$ cat src/wlr_cfg_pkg.sv
// Register map, field layout, reset values and timing figures of the
// wake listen and radio configuration bank.
// Assumes a 40 MHz system clock and a 32-bit AXI4-Lite register bus.
`default_nettype none
package wlr_cfg_pkg;
   localparam int ADDR_W = 12;
   localparam int DATA_W = 32;
   localparam int REG_COUNT = 13;
   // Register indexes; the byte address is four times the index
   localparam logic [9:0] IDX_WINDOW = 10'h106;
   localparam logic [9:0] IDX_PRESCALE = 10'h107;
   localparam logic [9:0] IDX_LIMIT = 10'h108;
   localparam logic [9:0] IDX_CARRIER_LO = 10'h109;
   localparam logic [9:0] IDX_CARRIER_MID = 10'h10a;
   localparam logic [9:0] IDX_CARRIER_HI = 10'h10b;
   localparam logic [9:0] IDX_RATE_LO = 10'h10c;
   localparam logic [9:0] IDX_SHARED = 10'h10d;
   localparam logic [9:0] IDX_DEV_LO = 10'h10e;
   localparam logic [9:0] IDX_CORR_BW = 10'h10f;
   localparam logic [9:0] IDX_FILTER = 10'h110;
   localparam logic [9:0] IDX_SPARE = 10'h111;
   localparam logic [9:0] IDX_ADJUST = 10'h112;
   localparam logic [9:0] IDX_CONTROL = 10'h120;
   localparam logic [9:0] IDX_STATUS = 10'h121;
   // Field positions
   localparam int RATE_HI_LSB = 0;
   localparam int DEV_HI_LSB = 4;
   localparam int ADJ_LSB = 2;
   localparam int PHASE_LSB = 0;
   localparam int CTRL_LISTEN_BIT = 0;
   localparam int CTRL_LEVEL_BIT = 1;
   localparam int CTRL_SEL_LSB = 4;
   localparam int STAT_STATE_LSB = 0;
   localparam int STAT_FILTER_BIT = 2;
   // Reset values
   localparam logic [7:0] REG_RESET = 8'h00;
   localparam logic [7:0] CTRL_RESET = 8'h00;
   // Bus answers
   localparam logic [1:0] RESP_OKAY = 2'h0;
   localparam logic [1:0] RESP_SLVERR = 2'h2;
   // Timing: system clock and wake tick reference
   localparam int CLK_PERIOD_NS = 25;
   localparam int CLK_FREQ_KHZ = 1000000 / CLK_PERIOD_NS;
   localparam int REF_FREQ_KHZ = 6500;
   localparam int TICK_REF_MULT = 128;
   localparam int LEVEL_OFFSET_DBM = 107;
   typedef enum logic [1:0] {
      ST_SLEEP,
      ST_LISTEN,
      ST_RECEIVE
   } listen_state_type;
endpackage
`default_nettype wire

$ cat src/wake_listen_radio_config_regs.sv
// Configuration bank with the timed smart wake listen window and the
// radio setup fields, reached over AXI4-Lite.
// Assumes one 40 MHz clock; the wake event pin is asynchronous, the
// preamble, level, done and transmit inputs come from same-clock logic.
//
// The AXI4-Lite slave port is this design's own decision.
`timescale 1ns/1ps
`default_nettype none
module wake_listen_radio_config_regs (
   input wire logic CLK_IN,
   input wire logic RESETN_IN,
   input wire logic AWVALID_IN,
   input wire logic [wlr_cfg_pkg::ADDR_W-1:0] AWADDR_IN,
   output logic AWREADY_OUT,
   input wire logic WVALID_IN,
   input wire logic [wlr_cfg_pkg::DATA_W-1:0] WDATA_IN,
   input wire logic [3:0] WSTRB_IN,
   output logic WREADY_OUT,
   output logic BVALID_OUT,
   output logic [1:0] BRESP_OUT,
   input wire logic BREADY_IN,
   input wire logic ARVALID_IN,
   input wire logic [wlr_cfg_pkg::ADDR_W-1:0] ARADDR_IN,
   output logic ARREADY_OUT,
   output logic RVALID_OUT,
   output logic [wlr_cfg_pkg::DATA_W-1:0] RDATA_OUT,
   output logic [1:0] RRESP_OUT,
   input wire logic RREADY_IN,
   input wire logic WAKE_EVENT_IN,
   input wire logic PREAMBLE_FOUND_IN,
   input wire logic [7:0] SIGNAL_LEVEL_IN,
   input wire logic RX_DONE_IN,
   input wire logic TX_ENTER_IN,
   output logic RADIO_POWER_OUT,
   output logic RX_ENABLE_OUT,
   output logic ROM_TABLE_LOAD_OUT,
   output logic [23:0] CARRIER_WORD_OUT,
   output logic [11:0] BIT_RATE_OUT,
   output logic [11:0] TONE_OFFSET_OUT,
   output logic [7:0] CORR_BW_OUT,
   output logic [1:0] CORR_PHASE_OUT,
   output logic [7:0] POST_FILTER_OUT,
   output logic [5:0] RX_LOOP_ADJUST_OUT,
   output logic [1:0] LOOP_TABLE_SEL_OUT,
   output logic [8:0] LEVEL_THRESHOLD_DBM_OUT
);
   import wlr_cfg_pkg::*;
   localparam int S_WIN = 0;
   localparam int S_PRE = int'(IDX_PRESCALE - IDX_WINDOW);
   localparam int S_LIM = int'(IDX_LIMIT - IDX_WINDOW);
   localparam int S_CLO = int'(IDX_CARRIER_LO - IDX_WINDOW);
   localparam int S_CMID = int'(IDX_CARRIER_MID - IDX_WINDOW);
   localparam int S_CHI = int'(IDX_CARRIER_HI - IDX_WINDOW);
   localparam int S_RLO = int'(IDX_RATE_LO - IDX_WINDOW);
   localparam int S_SHR = int'(IDX_SHARED - IDX_WINDOW);
   localparam int S_DLO = int'(IDX_DEV_LO - IDX_WINDOW);
   localparam int S_CBW = int'(IDX_CORR_BW - IDX_WINDOW);
   localparam int S_FLT = int'(IDX_FILTER - IDX_WINDOW);
   localparam int S_ADJ = int'(IDX_ADJUST - IDX_WINDOW);

   typedef struct packed {
      logic [2:0] sync;
      logic wake_level;
      logic aw_got;
      logic w_got;
      logic [9:0] waddr;
      logic [7:0] wdata;
      logic wstrb0;
      logic bvalid;
      logic [1:0] bresp;
      logic rvalid;
      logic [7:0] rdata;
      logic [1:0] rresp;
      logic [REG_COUNT-1:0][7:0] bank;
      logic [7:0] ctrl;
      listen_state_type state;
      logic [7:0] win_cnt;
      logic rom_load;
      logic [8:0] thresh;
      logic [5:0] adjust;
   } bank_state_type;

   localparam bank_state_type RESET_STATE = '{
      sync: '0, wake_level: 1'b0, aw_got: 1'b0, w_got: 1'b0,
      waddr: '0, wdata: '0, wstrb0: 1'b0, bvalid: 1'b0,
      bresp: RESP_OKAY, rvalid: 1'b0, rdata: '0, rresp: RESP_OKAY,
      bank: {REG_COUNT{REG_RESET}}, ctrl: CTRL_RESET,
      state: ST_SLEEP, win_cnt: '0, rom_load: 1'b0,
      thresh: 9'(REG_RESET) - 9'(LEVEL_OFFSET_DBM), adjust: '0};

   bank_state_type cur;
   bank_state_type next_cur;
   logic tick;
   logic wake_rise;
   logic listen_en;
   logic level_mode;
   logic [1:0] sel;
   logic level_hit;
   logic detect;
   logic window_end;
   logic [9:0] ar_idx;
   logic [9:0] ar_slot;
   logic ar_in_bank;
   logic [9:0] w_slot;
   logic [7:0] status;

   // Listen window tick source
   wake_tick_gen u_tick (
      .clk_in(CLK_IN),
      .resetn_in(RESETN_IN),
      .run_in(cur.state == ST_LISTEN),
      .prescale_in(cur.bank[S_PRE]),
      .tick_out(tick)
   );

   // Control fields, wake edge and detection terms
   assign listen_en = cur.ctrl[CTRL_LISTEN_BIT];
   assign level_mode = cur.ctrl[CTRL_LEVEL_BIT];
   assign sel = cur.ctrl[CTRL_SEL_LSB +: 2];
   assign wake_rise = cur.sync[1] == cur.sync[2] && cur.sync[2] &&
                      !cur.wake_level;
   assign level_hit = level_mode && $signed({SIGNAL_LEVEL_IN[7],
                      SIGNAL_LEVEL_IN}) >= $signed(cur.thresh);
   assign detect = PREAMBLE_FOUND_IN || level_hit;
   assign window_end = cur.bank[S_WIN] == 8'h00 ||
                       (tick && cur.win_cnt == cur.bank[S_WIN] - 8'h01);
   assign ar_idx = ARADDR_IN[ADDR_W-1:2];
   assign ar_slot = ar_idx - IDX_WINDOW;
   assign ar_in_bank = ar_idx >= IDX_WINDOW && ar_slot < 10'(REG_COUNT);
   assign w_slot = cur.waddr - IDX_WINDOW;
   assign status = 8'({cur.bank[S_FLT] == 8'h00, cur.state});

   // Next state of bus slave, bank and listen sequencer
   always_comb begin
      next_cur = cur;
      next_cur.rom_load = 1'b0;
      next_cur.sync = {cur.sync[1:0], WAKE_EVENT_IN};
      if (cur.sync[1] == cur.sync[2]) begin
         next_cur.wake_level = cur.sync[2];
      end
      // Write address and data are taken in either order
      if (AWVALID_IN && AWREADY_OUT) begin
         next_cur.aw_got = 1'b1;
         next_cur.waddr = AWADDR_IN[ADDR_W-1:2];
      end
      if (WVALID_IN && WREADY_OUT) begin
         next_cur.w_got = 1'b1;
         next_cur.wdata = WDATA_IN[7:0];
         next_cur.wstrb0 = WSTRB_IN[0];
      end
      if (cur.bvalid && BREADY_IN) begin
         next_cur.bvalid = 1'b0;
      end
      if (cur.aw_got && cur.w_got && !cur.bvalid) begin
         next_cur.aw_got = 1'b0;
         next_cur.w_got = 1'b0;
         next_cur.bvalid = 1'b1;
         next_cur.bresp = RESP_OKAY;
         if (cur.waddr >= IDX_WINDOW && w_slot < 10'(REG_COUNT)) begin
            if (cur.wstrb0) begin
               next_cur.bank[w_slot] = cur.wdata;
            end
         end else if (cur.waddr == IDX_CONTROL) begin
            if (cur.wstrb0) begin
               next_cur.ctrl = cur.wdata;
            end
         end else if (cur.waddr != IDX_STATUS) begin
            next_cur.bresp = RESP_SLVERR;
         end
      end
      // Read answer held until taken
      if (cur.rvalid && RREADY_IN) begin
         next_cur.rvalid = 1'b0;
      end
      if (ARVALID_IN && ARREADY_OUT) begin
         next_cur.rvalid = 1'b1;
         next_cur.rresp = RESP_OKAY;
         if (ar_in_bank) begin
            next_cur.rdata = cur.bank[ar_slot];
         end else if (ar_idx == IDX_CONTROL) begin
            next_cur.rdata = cur.ctrl;
         end else if (ar_idx == IDX_STATUS) begin
            next_cur.rdata = status;
         end else begin
            next_cur.rdata = 8'h00;
            next_cur.rresp = RESP_SLVERR;
         end
      end
      next_cur.thresh = 9'({1'b0, next_cur.bank[S_LIM]}) -
                        9'(LEVEL_OFFSET_DBM);
      // adjust only for custom receive table
      next_cur.adjust = next_cur.ctrl[CTRL_SEL_LSB] ?
                        next_cur.bank[S_ADJ][ADJ_LSB +: 6] : 6'h00;
      if (TX_ENTER_IN && sel == 2'h0) begin
         next_cur.rom_load = 1'b1;
      end
      unique case (cur.state)
         ST_SLEEP: begin
            if (wake_rise && listen_en) begin
               next_cur.state = ST_LISTEN;
               next_cur.win_cnt = 8'h00;
               next_cur.rom_load = sel == 2'h0;
            end
         end
         ST_LISTEN: begin
            if (detect) begin
               next_cur.state = ST_RECEIVE;
            end else if (window_end) begin
               next_cur.state = ST_SLEEP;
            end else if (tick) begin
               next_cur.win_cnt = cur.win_cnt + 8'h01;
            end
         end
         ST_RECEIVE: begin
            if (RX_DONE_IN) begin
               next_cur.state = ST_SLEEP;
            end
         end
         default: begin
            next_cur.state = ST_SLEEP;
         end
      endcase
   end

   // State register
   always_ff @(posedge CLK_IN) begin
      if (!RESETN_IN) begin
         cur <= RESET_STATE;
      end else begin
         cur <= next_cur;
      end
   end

   // Bus handshakes and answers
   assign AWREADY_OUT = !cur.aw_got && !cur.bvalid;
   assign WREADY_OUT = !cur.w_got && !cur.bvalid;
   assign BVALID_OUT = cur.bvalid;
   assign BRESP_OUT = cur.bresp;
   assign ARREADY_OUT = !cur.rvalid;
   assign RVALID_OUT = cur.rvalid;
   assign RDATA_OUT = {24'h000000, cur.rdata};
   assign RRESP_OUT = cur.rresp;

   // radio and receiver on while awake
   assign RADIO_POWER_OUT = cur.state != ST_SLEEP;
   assign RX_ENABLE_OUT = cur.state != ST_SLEEP;
   assign ROM_TABLE_LOAD_OUT = cur.rom_load;
   assign CARRIER_WORD_OUT = {cur.bank[S_CHI], cur.bank[S_CMID],
                              cur.bank[S_CLO]};
   assign BIT_RATE_OUT = {cur.bank[S_SHR][RATE_HI_LSB +: 4],
                          cur.bank[S_RLO]};
   assign TONE_OFFSET_OUT = {cur.bank[S_SHR][DEV_HI_LSB +: 4],
                             cur.bank[S_DLO]};
   assign CORR_BW_OUT = cur.bank[S_CBW];
   assign CORR_PHASE_OUT = cur.bank[S_ADJ][PHASE_LSB +: 2];
   // filter value in 2 kHz steps
   assign POST_FILTER_OUT = cur.bank[S_FLT];
   assign RX_LOOP_ADJUST_OUT = cur.adjust;
   assign LOOP_TABLE_SEL_OUT = sel;
   assign LEVEL_THRESHOLD_DBM_OUT = cur.thresh;
endmodule
`default_nettype wire

$ cat src/wake_tick_gen.sv
// Wake tick generator: derives the 6.5 MHz reference as an enable from
// the system clock and counts 128 times prescale reference pulses.
// Assumes one system clock; run_in comes from logic on that clock.
`timescale 1ns/1ps
`default_nettype none
module wake_tick_gen #(
   parameter int CLK_KHZ = wlr_cfg_pkg::CLK_FREQ_KHZ,
   parameter int REF_KHZ = wlr_cfg_pkg::REF_FREQ_KHZ,
   parameter int MULT = wlr_cfg_pkg::TICK_REF_MULT
) (
   input wire logic clk_in,
   input wire logic resetn_in,
   input wire logic run_in,
   input wire logic [7:0] prescale_in,
   output logic tick_out
);
   import wlr_cfg_pkg::*;
   localparam int SHIFT = $clog2(MULT);
   localparam logic [16:0] REF_STEP = 17'(REF_KHZ);
   localparam logic [16:0] CLK_STEP = 17'(CLK_KHZ);
   typedef struct packed {
      logic [15:0] acc;
      logic [14:0] ref_cnt;
      logic tick;
   } tick_state_type;
   tick_state_type cur;
   tick_state_type next_cur;
   logic [16:0] sum;
   logic [14:0] last;

   // Fractional reference enable and tick count; prescale 0 acts as 1
   always_comb begin
      next_cur = cur;
      next_cur.tick = 1'b0;
      sum = {1'b0, cur.acc} + REF_STEP;
      // Last count of a tick: 128 times prescale minus one, 0 taken as 1
      last = (15'(prescale_in == 8'h00 ? 8'h01 : prescale_in) << SHIFT) -
             15'h1;
      next_cur.acc = sum[15:0];
      if (sum >= CLK_STEP) begin
         next_cur.acc = 16'(sum - CLK_STEP);
         if (run_in && cur.ref_cnt == last) begin
            next_cur.ref_cnt = '0;
            next_cur.tick = 1'b1;
         end else if (run_in) begin
            next_cur.ref_cnt = cur.ref_cnt + 15'h1;
         end
      end
      if (!run_in) begin
         next_cur.ref_cnt = '0;
      end
   end

   // State register
   always_ff @(posedge clk_in) begin
      if (!resetn_in) begin
         cur <= '0;
      end else begin
         cur <= next_cur;
      end
   end

   assign tick_out = cur.tick;
endmodule
`default_nettype wire

$ cat config.mk
export PLATFORM = sky130hd
export DESIGN_NAME = wake_listen_radio_config_regs
export DESIGN_NICKNAME = d
export VERILOG_FILES = /design/src/wlr_cfg_pkg.sv /design/src/wake_listen_radio_config_regs.sv /design/src/wake_tick_gen.sv
export SDC_FILE = /design/constraint.sdc
export NUM_CORES = 1
export LEC_CHECK = 0
export BUFFER_PORTS_ARGS = -buffer_cell sky130_fd_sc_hd__buf_2
export CELL_PAD_IN_SITES_DETAIL_PLACEMENT = 1
export CELL_PAD_IN_SITES_GLOBAL_PLACEMENT = 1
export CORE_ASPECT_RATIO = 0.5
export CORE_MARGIN = 5
export CORE_UTILIZATION = 38
export DETAILED_ROUTE_END_ITERATION = 16
export PLACE_DENSITY_LB_ADDON = 0.2
export SYNTH_ARGS = -nofsm -noshare
export SYNTH_HDL_FRONTEND = slang
export SYNTH_SLANG_ARGS = --single-unit
$ cat constraint.sdc
create_clock -name CLK_IN -period 2.8 [get_ports CLK_IN]
set_input_delay 0.28 -clock CLK_IN [delete_from_list [all_inputs] [get_ports CLK_IN]]
set_output_delay 0.28 -clock CLK_IN [all_outputs]
set_load 0.05 [all_outputs]
==> results of run 1 <==
cells by family after synthesis:
kind of cell,after synthesis,share of synthesized area [%]
other cells,1,0.03304
fa+ha+maj,21,2.315
compound gates,173,10.27
mux,127,13.92
flops,205,36.16
xor+xnor,49,3.781
simple gates,498,22.00
buf+inv,217,11.51
synth_stat cells (19+ instances only):
cell	number	area, um^2
nand2_1	117	439.2
and3_1	19	118.9
xnor2_1	29	254.0
nand3_1	57	285.3
and2_1	26	162.7
xor2_1	20	175.2
inv_1	24	90.09
ha_1	21	262.8
a21oi_1	65	325.3
mux4_2	23	518.0
nor2_1	164	615.6
clkbuf_1	52	195.2
buf_4	123	923.4
dfxtp_1	205	4104
mux2i_1	99	991.0
o21ai_0	19	95.09
per-stage QoR:
stage | total power [W] | setup TNS, ns | area, um^2 | cells | setup WS (ns)
floorplan | 0.003868 | -0.05983 | 11510 | 1316 | -0.05983
global placement | 0.004122 | -0.5155 | 12140 | 1744 | -0.1039
detailed placement | 0.004155 | -1.859 | 12140 | 1744 | -0.1832
CTS | 0.007261 | -0.02084 | 13130 | 1802 | -0.02084
global route | 0.007501 | -2.281 | 13340 | 1804 | -0.1846
finish | 0.007212 | -0.2199 | 13340 | 1804 | -0.04379
worst reg2reg max path, stage by stage, from the launching register on:
cell and delay [ns]:
dfxtp_2 0.34, nor4_4 0.29, nor2b_4 0.23, a21oi_4 0.08, ha_4 0.28, xor2_2 0.14
o2111ai_2 0.12, or4bb_1 0.54, nor4_2 0.28, a21o_1 0.21, buf_6 0.17, nor2_2 0.06
layout make-up:
class	instances	area, um^2
fillers	3395	15900
multi-input cells	894	6314
flip-flops and latches	205	4113
repair buffers	253	1599
clock buffers	25	560.5
well taps	391	489.2
clock inverters	12	168.9
inverters	24	92.59
worst paths after layout:
path | slack (ns) | endpoint | cells past startpoint
max | -0.04 | u_tick.cur[13]$_SDFFE_PN0P_ | 11
min | 0.02 | BVALID_OUT$_SDFFE_PN0P_ | 3
max reg2reg | -0.04 | u_tick.cur[13]$_SDFFE_PN0P_ | 11
min reg2reg | 0.44 | cur[175]$_SDFF_PN0_ | 1
power groups by stage:
stage / registers (W) / logic (W) / clock network, W
global placement: 0.00315 / 0.000971 / 0
CTS: 0.00309 / 0.00102 / 0.00315
finish: 0.00309 / 0.00103 / 0.00309
floorplan: 0.00310 / 0.000767 / 0
global route: 0.00310 / 0.00112 / 0.00328
detailed placement: 0.00316 / 0.000997 / 0
timing repair:
item                       CTS  global route
pin swaps                    9            29
setup buffers                4             4
hold endpoints to repair    17             0
gates resized for setup     13            44
hold buffers                17             0
setup endpoints to repair   15            31
per-layer routing:
| layer | GRT usage, % | share of wire [%] | vias up | wire, um |
|---|---|---|---|---|
| met5 | 0 | 0.073 | - | 27 |
| met4 | 5.810 | 2.5 | 4 | 936 |
| met3 | 3.489 | 4.2 | 70 | 1544 |
| met2 | 36.12 | 49 | 188 | 17900 |
| met1 | 27.77 | 45 | 4735 | 16490 |
| li1 | - | - | 4546 | - |
==> impl_metrics.toml, run 1 <==
[setup_path]
worstPathRequired_ns = 3.20
cpLargestDelayFamily = "simple AND/OR/NAND/NOR gates"
path_cells = "nor4_4 > nor2b_4 > a21oi_4 > ha_4 > xor2_2 > o2111ai_2 > or4bb_1 > nor4_2 > a21o_1 > buf_6 > nor2_2"
crit_path_max_incr_delay_ns = 0.54
critPathLaunchType = "flop"
end_kind = "flop"
critical_path_buf_inv_count = 1
cp.arrival_ns = 3.25
crit_fanout = 6
critPathKind = "flop to flop"
slowest_stage = "or4bb_1"

[placement]
numPortBuffers = 148
gp_congestion = 0.8631
dpl.hpwl_um = 27120

[yosys]
syn_inst = 1291
synthArstFlopShare_pct = 0
synth-edff-count = 0
synth_seq_cells = 205
avgSynthCellArea_um2 = 8.791
yosysWarnings = 0
ys.flop_type = "dfxtp_1"
ys_seq_area_share_pct = 36.16
syn_area_um2 = 11350
synthDistinctLibCells = 86

[floorplan]
start_util_pct = 38.82
chipHeight_um = 132.2
rows = 44
io_pins = 206
die_w_um = 254.4
core_area_um2 = 29230
die_area_um2 = 33630

[clock_tree]
cts_buffer_depth = 3
clk_latency_ns = 0.53
cts-htree-levels = 1
cts_tree = "done"
clk_pin_slew_worst_paths_ns = 0.07
cts_root_buffer = "clkbuf_16"
cts.sinks = 205
numCtsBuffers = 21

[grt]
antenna_found_initial = 2
grt_util_all_layers_pct = 21.15
grt_pass1_vias = 10136
grt_pass1_wl_um = 57510
grt_max_degree = 56
overflow = 0

[power]
power_density_nw_per_um2 = 540.8
p_int_w = 0.005160
p_seq_share_pct = 42.9
peakVddDrop_mv = 0.3617
leakagePower_nw = 6.073
switching_share_pct = 28.45
p_switching_w = 0.002052
comb_power_share_pct = 14.3
clockPowerShare_pct = 42.8

[sta]
fin_skew_ns = 0.02126
timing.final.crit_share_pct = 101.6
setup_ws_ns = -0.04379
fin_hold_ws_ns = 0.02440
max-slew-margin-rel_pct = 43.34
setup_viol_count_final = 12
rsz0062_at_grt = "yes"
hold_viol_final = 0
worst_pin_slew_ns = 0.8481
slew_viol_final = 0
fin_crit_ns = 2.844
timing.fmax_mhz = 351.6

[layout]
num_antenna_cells = 0
syn_to_final_growth_pct = 17.51
drive_above_1_share_pct = 26.33
nNetsFinal = 1499
final_common_cell = "dfxtp_1"
final_cell_mix = "200 x dfxtp_1, 154 x nor2_1, 148 x buf_2"
final_core_util_pct = 45.62

[worst_hold_path]
min_path_type = "input pin to flop"
min-delay-start = "BREADY_IN"

[run]
drv_cap = 0

[routing]
routedWlPerCell_um = 20.46
postRouteWirelength_um = 36900
vias_per_cell = 5.290
drc_errors = 0
firstDrtPassIters = 5
vias = 9543
ant_nets = 0
drt_iter0_drc = 530

[outcome]
violations = "setup timing"
status = "finished with violations"
No activity file was read; power rests on OpenSTA's default activity.
==> inputs of run 2 (changes only) <==
--- a/config.mk
+++ b/config.mk
@@ -10,7 +10,7 @@
 export CELL_PAD_IN_SITES_GLOBAL_PLACEMENT = 1
 export CORE_ASPECT_RATIO = 0.5
 export CORE_MARGIN = 5
-export CORE_UTILIZATION = 38
+export CORE_UTILIZATION = 40
 export DETAILED_ROUTE_END_ITERATION = 16
 export PLACE_DENSITY_LB_ADDON = 0.2
 export SYNTH_ARGS = -nofsm -noshare
==> constraint.sdc (replaced) <==
create_clock -name CLK_IN -period 3.2 [get_ports CLK_IN]
set_input_delay 0.32 -clock CLK_IN [delete_from_list [all_inputs] [get_ports CLK_IN]]
set_output_delay 0.32 -clock CLK_IN [all_outputs]
set_load 0.05 [all_outputs]
==> run 2 against run 1 <==
Effect of this change: setup slack gained 0.19 ns; the flow now finishes without violations; routed wire length decreased by 7.3%; clock power decreased by 17%; via count is 2.6% lower; die area shrank 4.7%; first-iteration DRC count fell by 24%; core utilization is 0.16 points lower; count of clock-buffer cells in the layout grew 9; maximum frequency shrank 7.0%; worst hold slack lost 0.0037 ns; register-to-register slack improved by 0.19 ns; critical path type unchanged.
==> impl_metrics.toml, run 2 (synthesized netlist as in run 1, its figures left out) <==
[outcome]
status = "complete, no violations"

[routing]
drt_iter0_drc = 404
routedWlPerCell_um = 19.62
firstDrtPassIters = 5
vias_per_cell = 5.330
drc_errors = 0
vias = 9295
postRouteWirelength_um = 34210
ant_nets = 0

[grt]
grt_max_degree = 58
grt_pass1_vias = 9640
grt_util_all_layers_pct = 20.99
overflow = 0
grt_pass1_wl_um = 54190
antenna_found_initial = 0

[power]
leakagePower_nw = 5.751
power_density_nw_per_um2 = 483.3
peakVddDrop_mv = 0.3437
p_total_w = 0.006112
switching_share_pct = 28.39
p_seq_share_pct = 44.3
p_switching_w = 0.001735
p_int_w = 0.004377
comb_power_share_pct = 13.6
clockPowerShare_pct = 42.1

[clock_tree]
cts_root_buffer = "clkbuf_16"
cts.sinks = 205
clk_latency_ns = 0.53
numCtsBuffers = 21
clk_pin_slew_worst_paths_ns = 0.06
cts_buffer_depth = 3
cts-htree-levels = 1
cts_tree = "done"

[floorplan]
die_w_um = 248.2
core_area_um2 = 27820
die_area_um2 = 32050
chipHeight_um = 129.1
io_pins = 206
start_util_pct = 40.80
rows = 43

[sta]
worst_pin_slew_ns = 0.9564
fin_hold_ws_ns = 0.02073
timing.final.crit_share_pct = 95.57
fin_crit_ns = 3.058
setup-tns-final_ns = 0
hold_viol_final = 0
max-slew-margin-rel_pct = 36.18
setup_ws_ns = 0.1417
slew_viol_final = 0
rsz0062_at_grt = "no"
timing.fmax_mhz = 327.0
setup_viol_count_final = 0
fin_skew_ns = 0.02603

[setup_path]
worstPathRequired_ns = 3.57
critPathLaunchType = "flop"
end_kind = "flop"
crit_fanout = 3
cp.arrival_ns = 3.43
timing.reg2reg.setup_slack_ns = 0.14
critPathKind = "flop to flop"

[run]
drv_cap = 0

[placement]
placed_area_um2 = 11850
gp_congestion = 0.8561
pre_cts_ws_ns = 0.07250
numPortBuffers = 148
dpl.hpwl_um = 25610

[worst_hold_path]
min_path_type = "input pin to flop"

[layout]
syn_to_final_growth_pct = 11.41
drive_above_1_share_pct = 22.19
final_cell_mix = "205 x dfxtp_1, 164 x nor2_1, 148 x buf_2"
nNetsFinal = 1446
finalInstanceArea_um2 = 12640
fill_cells = 3311
final_common_cell = "dfxtp_1"
## run 2: final timing paths
| path | from | end | cells after the start |
|---|---|---|---|
| setup / recovery | cur[162]$_SDFFE_PN0P_ | LEVEL_THRESHOLD_DBM_OUT[6]$_SDFF_PN0_ | 14 |
| hold / removal | WAKE_EVENT_IN | cur[174]$_SDFF_PN0_ | 2 |
| setup reg to reg | cur[162]$_SDFFE_PN0P_ | LEVEL_THRESHOLD_DBM_OUT[6]$_SDFF_PN0_ | 14 |
| hold reg to reg | cur[174]$_SDFF_PN0_ | cur[175]$_SDFF_PN0_ | 1 |
## run 2: power by group through the flow
stage          Combinational [W]  Sequential (W)  Clock (W)
3_5_place_dp            0.000827         0.00276          0
5_1_grt                 0.000910         0.00271    0.00274
4_1_cts                 0.000833         0.00270    0.00263
2_1_floorplan           0.000669         0.00271          0
3_3_place_gp            0.000806         0.00275          0
6_report                0.000833         0.00271    0.00257
## run 2: what timing repair did
action	in CTS	in global routing
gates cloned	0	0
resized for setup	1	12
hold buffers	1	0
hold endpoints to repair	1	0
setup buffers	0	1
pin swaps	0	4
setup endpoints to repair	1	14
## run 2: worst max-delay path, cell delays in order, from the launching register on
cell and delay [ns]:
dfxtp_1 0.33, ha_2 0.20, or3b_4 0.39, a221oi_4 0.37, buf_4 0.19, o2111a_2 0.24, nand2_1 0.06, nand2_1 0.09
ha_2 0.19, nor2_1 0.05, mux2i_2 0.23, a21oi_1 0.12, o22ai_2 0.20, xor2_1 0.18, nor2_1 0.06
## run 2: layer usage
metal,vias up,GRT usage (%),share of wire (%)
li1,4450,-,-
met2,158,36.58,48
met3,53,3.380,3.9
met1,4634,27.72,46
met4,0,4.830,2.4
met5,-,0,0
## run 2: area by class of cell
| type | instances | area [um^2] | share of cell area (%) |
|---|---|---|---|
| sequential | 205 | 4104 | 32.46 |
| tap | 382 | 478.0 | 3.780 |
| clock inverter | 4 | 60.06 | 0.4750 |
| antenna | 1 | 2.502 | 0.01979 |
| clock buffer | 34 | 654.4 | 5.175 |
| timing repair buffer | 200 | 1162 | 9.193 |
| inverter | 24 | 92.59 | 0.7322 |
| multi-input combinational | 894 | 6091 | 48.17 |
## run 2: through the flow
stage          util [%]  cells
6_report          45.46   1744
5_1_grt           45.45   1743
4_1_cts           45.23   1742
3_5_place_dp      42.60   1703
3_3_place_gp      42.60   1703
2_1_floorplan         -   1316
==> inputs of run 3 (changes only) <==
--- a/config.mk
+++ b/config.mk
@@ -10,7 +10,7 @@
 export CELL_PAD_IN_SITES_GLOBAL_PLACEMENT = 1
 export CORE_ASPECT_RATIO = 0.5
 export CORE_MARGIN = 5
-export CORE_UTILIZATION = 40
+export CORE_UTILIZATION = 42
 export DETAILED_ROUTE_END_ITERATION = 16
 export PLACE_DENSITY_LB_ADDON = 0.2
 export SYNTH_ARGS = -nofsm -noshare
==> run 3 against run 2 <==
Effect of this change: register-to-register slack about the same; sequential share of layout area increased by 0.15 points; maximum frequency rose by 0.28%; final area is 0.45% lower; flip-flop and latch count is the same; combinational power about the same.
==> impl_metrics.toml, run 3 (synthesized netlist as in run 1, its figures left out) <==
[grt]
grt_util_all_layers_pct = 21.61
grt_pass1_wl_um = 53900
overflow = 0
grt_pass1_vias = 9708
grt_max_degree = 79
antenna_found_initial = 2

[clock_tree]
clk_latency_ns = 0.53
cts.sinks = 205
cts_buffer_depth = 3
cts-htree-levels = 1
cts_tree = "done"
clk_pin_slew_worst_paths_ns = 0.07
numCtsBuffers = 22
cts_root_buffer = "clkbuf_16"

[power]
p_seq_share_pct = 43.9
p_switching_w = 0.001732
p_int_w = 0.004444
comb_power_share_pct = 13.4
peakVddDrop_mv = 0.3354
power_density_nw_per_um2 = 490.7
clockPowerShare_pct = 42.7
switching_share_pct = 28.04
leakagePower_nw = 5.732

[sta]
timing.fmax_mhz = 327.9
setup_ws_ns = 0.1503
worst_pin_slew_ns = 0.9213
fin_skew_ns = 0.01942
fin_crit_ns = 3.050
hold_viol_final = 0
slew_viol_final = 0
max-slew-margin-rel_pct = 38.50
timing.final.crit_share_pct = 95.30
setup_viol_count_final = 0

[placement]
dpl.hpwl_um = 25450
pre_cts_ws_ns = 0.1074
numPortBuffers = 148
gp_congestion = 0.8835
dp.cells = 1664

[floorplan]
io_pins = 206
core_area_um2 = 26540
chipHeight_um = 126.2
die_area_um2 = 30610
start_util_pct = 42.77
rows = 42
die_w_um = 242.5

[setup_path]
critPathLaunchType = "flop"
worstPathRequired_ns = 3.57
timing.reg2reg.setup_slack_ns = 0.15
end_kind = "flop"
r2r_cells = 9
critPathKind = "flop to flop"
cp.arrival_ns = 3.42
r2r-start = "cur[162]$_SDFFE_PN0P_"
crit_fanout = 8

[layout]
drive_above_1_share_pct = 21.64
nNetsFinal = 1439
stdcell_count = 1707
syn_to_final_growth_pct = 10.90
final_common_cell = "dfxtp_1"
final_cell_mix = "205 x dfxtp_1, 164 x nor2_1, 148 x buf_2"

[routing]
ant_nets = 0
vias = 9243
routedWlPerCell_um = 19.94
postRouteWirelength_um = 34040
vias_per_cell = 5.415
drc_errors = 0
firstDrtPassIters = 4
drt_iter0_drc = 468

[worst_hold_path]
holdPathEnd = "cur[165]$_SDFFE_PN0P_"
min_path_type = "input pin to flop"
min-delay-start = "AWADDR_IN[6]"
min_path_cells = 3

[run]
drv_cap = 0

[outcome]
status = "complete, no violations"
run 3: repair_timing:
action	in CTS	in global routing
endpoints found under the setup margin	0	14
hold buffers	1	0
resized for setup	0	12
setup buffers	0	2
endpoints found under the hold margin	1	0
run 3: critical path, stage by stage, from the launching register on:
cell	delay (ns)
dfxtp_1	0.32
ha_1	0.23
or3b_1	0.40
a221oi_4	0.38
buf_4	0.18
nor2_2	0.06
nor3_4	0.47
nand4_2	0.48
mux2i_1	0.29
nor2_1	0.07
run 3: layout make-up:
cell class,instances,area (um^2)
Tap cell,352,440.4
Clock buffer,32,638.1
Fill cell,3127,13950
Sequential cell,205,4104
Multi-Input combinational cell,894,6092
Inverter,24,92.59
Timing Repair Buffer,192,1115
Clock inverter,7,102.6
Antenna cell,1,2.502
run 3: worst max-delay path by stage:
stage / start / end / slack, ns / depth (start not counted)
after floorplan: cur[162]$_SDFFE_PN0P_ / LEVEL_THRESHOLD_DBM_OUT[6]$_SDFF_PN0_ / 0.14 / 14
after global placement: cur[162]$_SDFFE_PN0P_ / LEVEL_THRESHOLD_DBM_OUT[6]$_SDFF_PN0_ / 0.15 / 14
after detailed placement: cur[162]$_SDFFE_PN0P_ / LEVEL_THRESHOLD_DBM_OUT[6]$_SDFF_PN0_ / 0.11 / 13
after CTS: cur[162]$_SDFFE_PN0P_ / LEVEL_THRESHOLD_DBM_OUT[6]$_SDFF_PN0_ / 0.08 / 13
after global routing: cur[162]$_SDFFE_PN0P_ / flop / -0.008 / 9
final: cur[162]$_SDFFE_PN0P_ / flop / 0.15 / 9
run 3: layer usage:
layer | part of all wire (%) | global-route usage, % | up-vias | wire length (um)
li1 | - | - | 4434 | -
met1 | 46 | 28.18 | 4558 | 15500
met2 | 47 | 37.06 | 186 | 16090
met3 | 4.4 | 3.831 | 63 | 1482
met4 | 2.8 | 6.269 | 2 | 963
met5 | 0.024 | 0 | - | 8
run 3: power groups by stage:
| stage | Clock (W) | Combinational, W | Sequential [W] |
|---|---|---|---|
| 2_1_floorplan | 0 | 0.000669 | 0.00271 |
| 3_3_place_gp | 0 | 0.000798 | 0.00276 |
| 3_5_place_dp | 0 | 0.000818 | 0.00277 |
| 4_1_cts | 0.00270 | 0.000824 | 0.00271 |
| 5_1_grt | 0.00282 | 0.000901 | 0.00272 |
| 6_report | 0.00264 | 0.000830 | 0.00271 |
run 3: metrics by stage:
| step | util, % | total power (W) | cell area, um^2 | hold slack (ns) | setup TNS, ns |
|---|---|---|---|---|---|
| finish | 47.43 | 0.006176 | 12590 | 0.01965 | 0 |
| global route | 47.43 | 0.006437 | 12590 | 0.01155 | -0.01972 |
| CTS | 47.13 | 0.006238 | 12510 | 0.002778 | 0 |
| detailed placement | 44.30 | 0.003584 | 11760 | 0.4300 | 0 |
| global placement | 44.30 | 0.003557 | 11760 | 0.4295 | 0 |
| floorplan | - | 0.003381 | 11440 | 0.4119 | 0 |
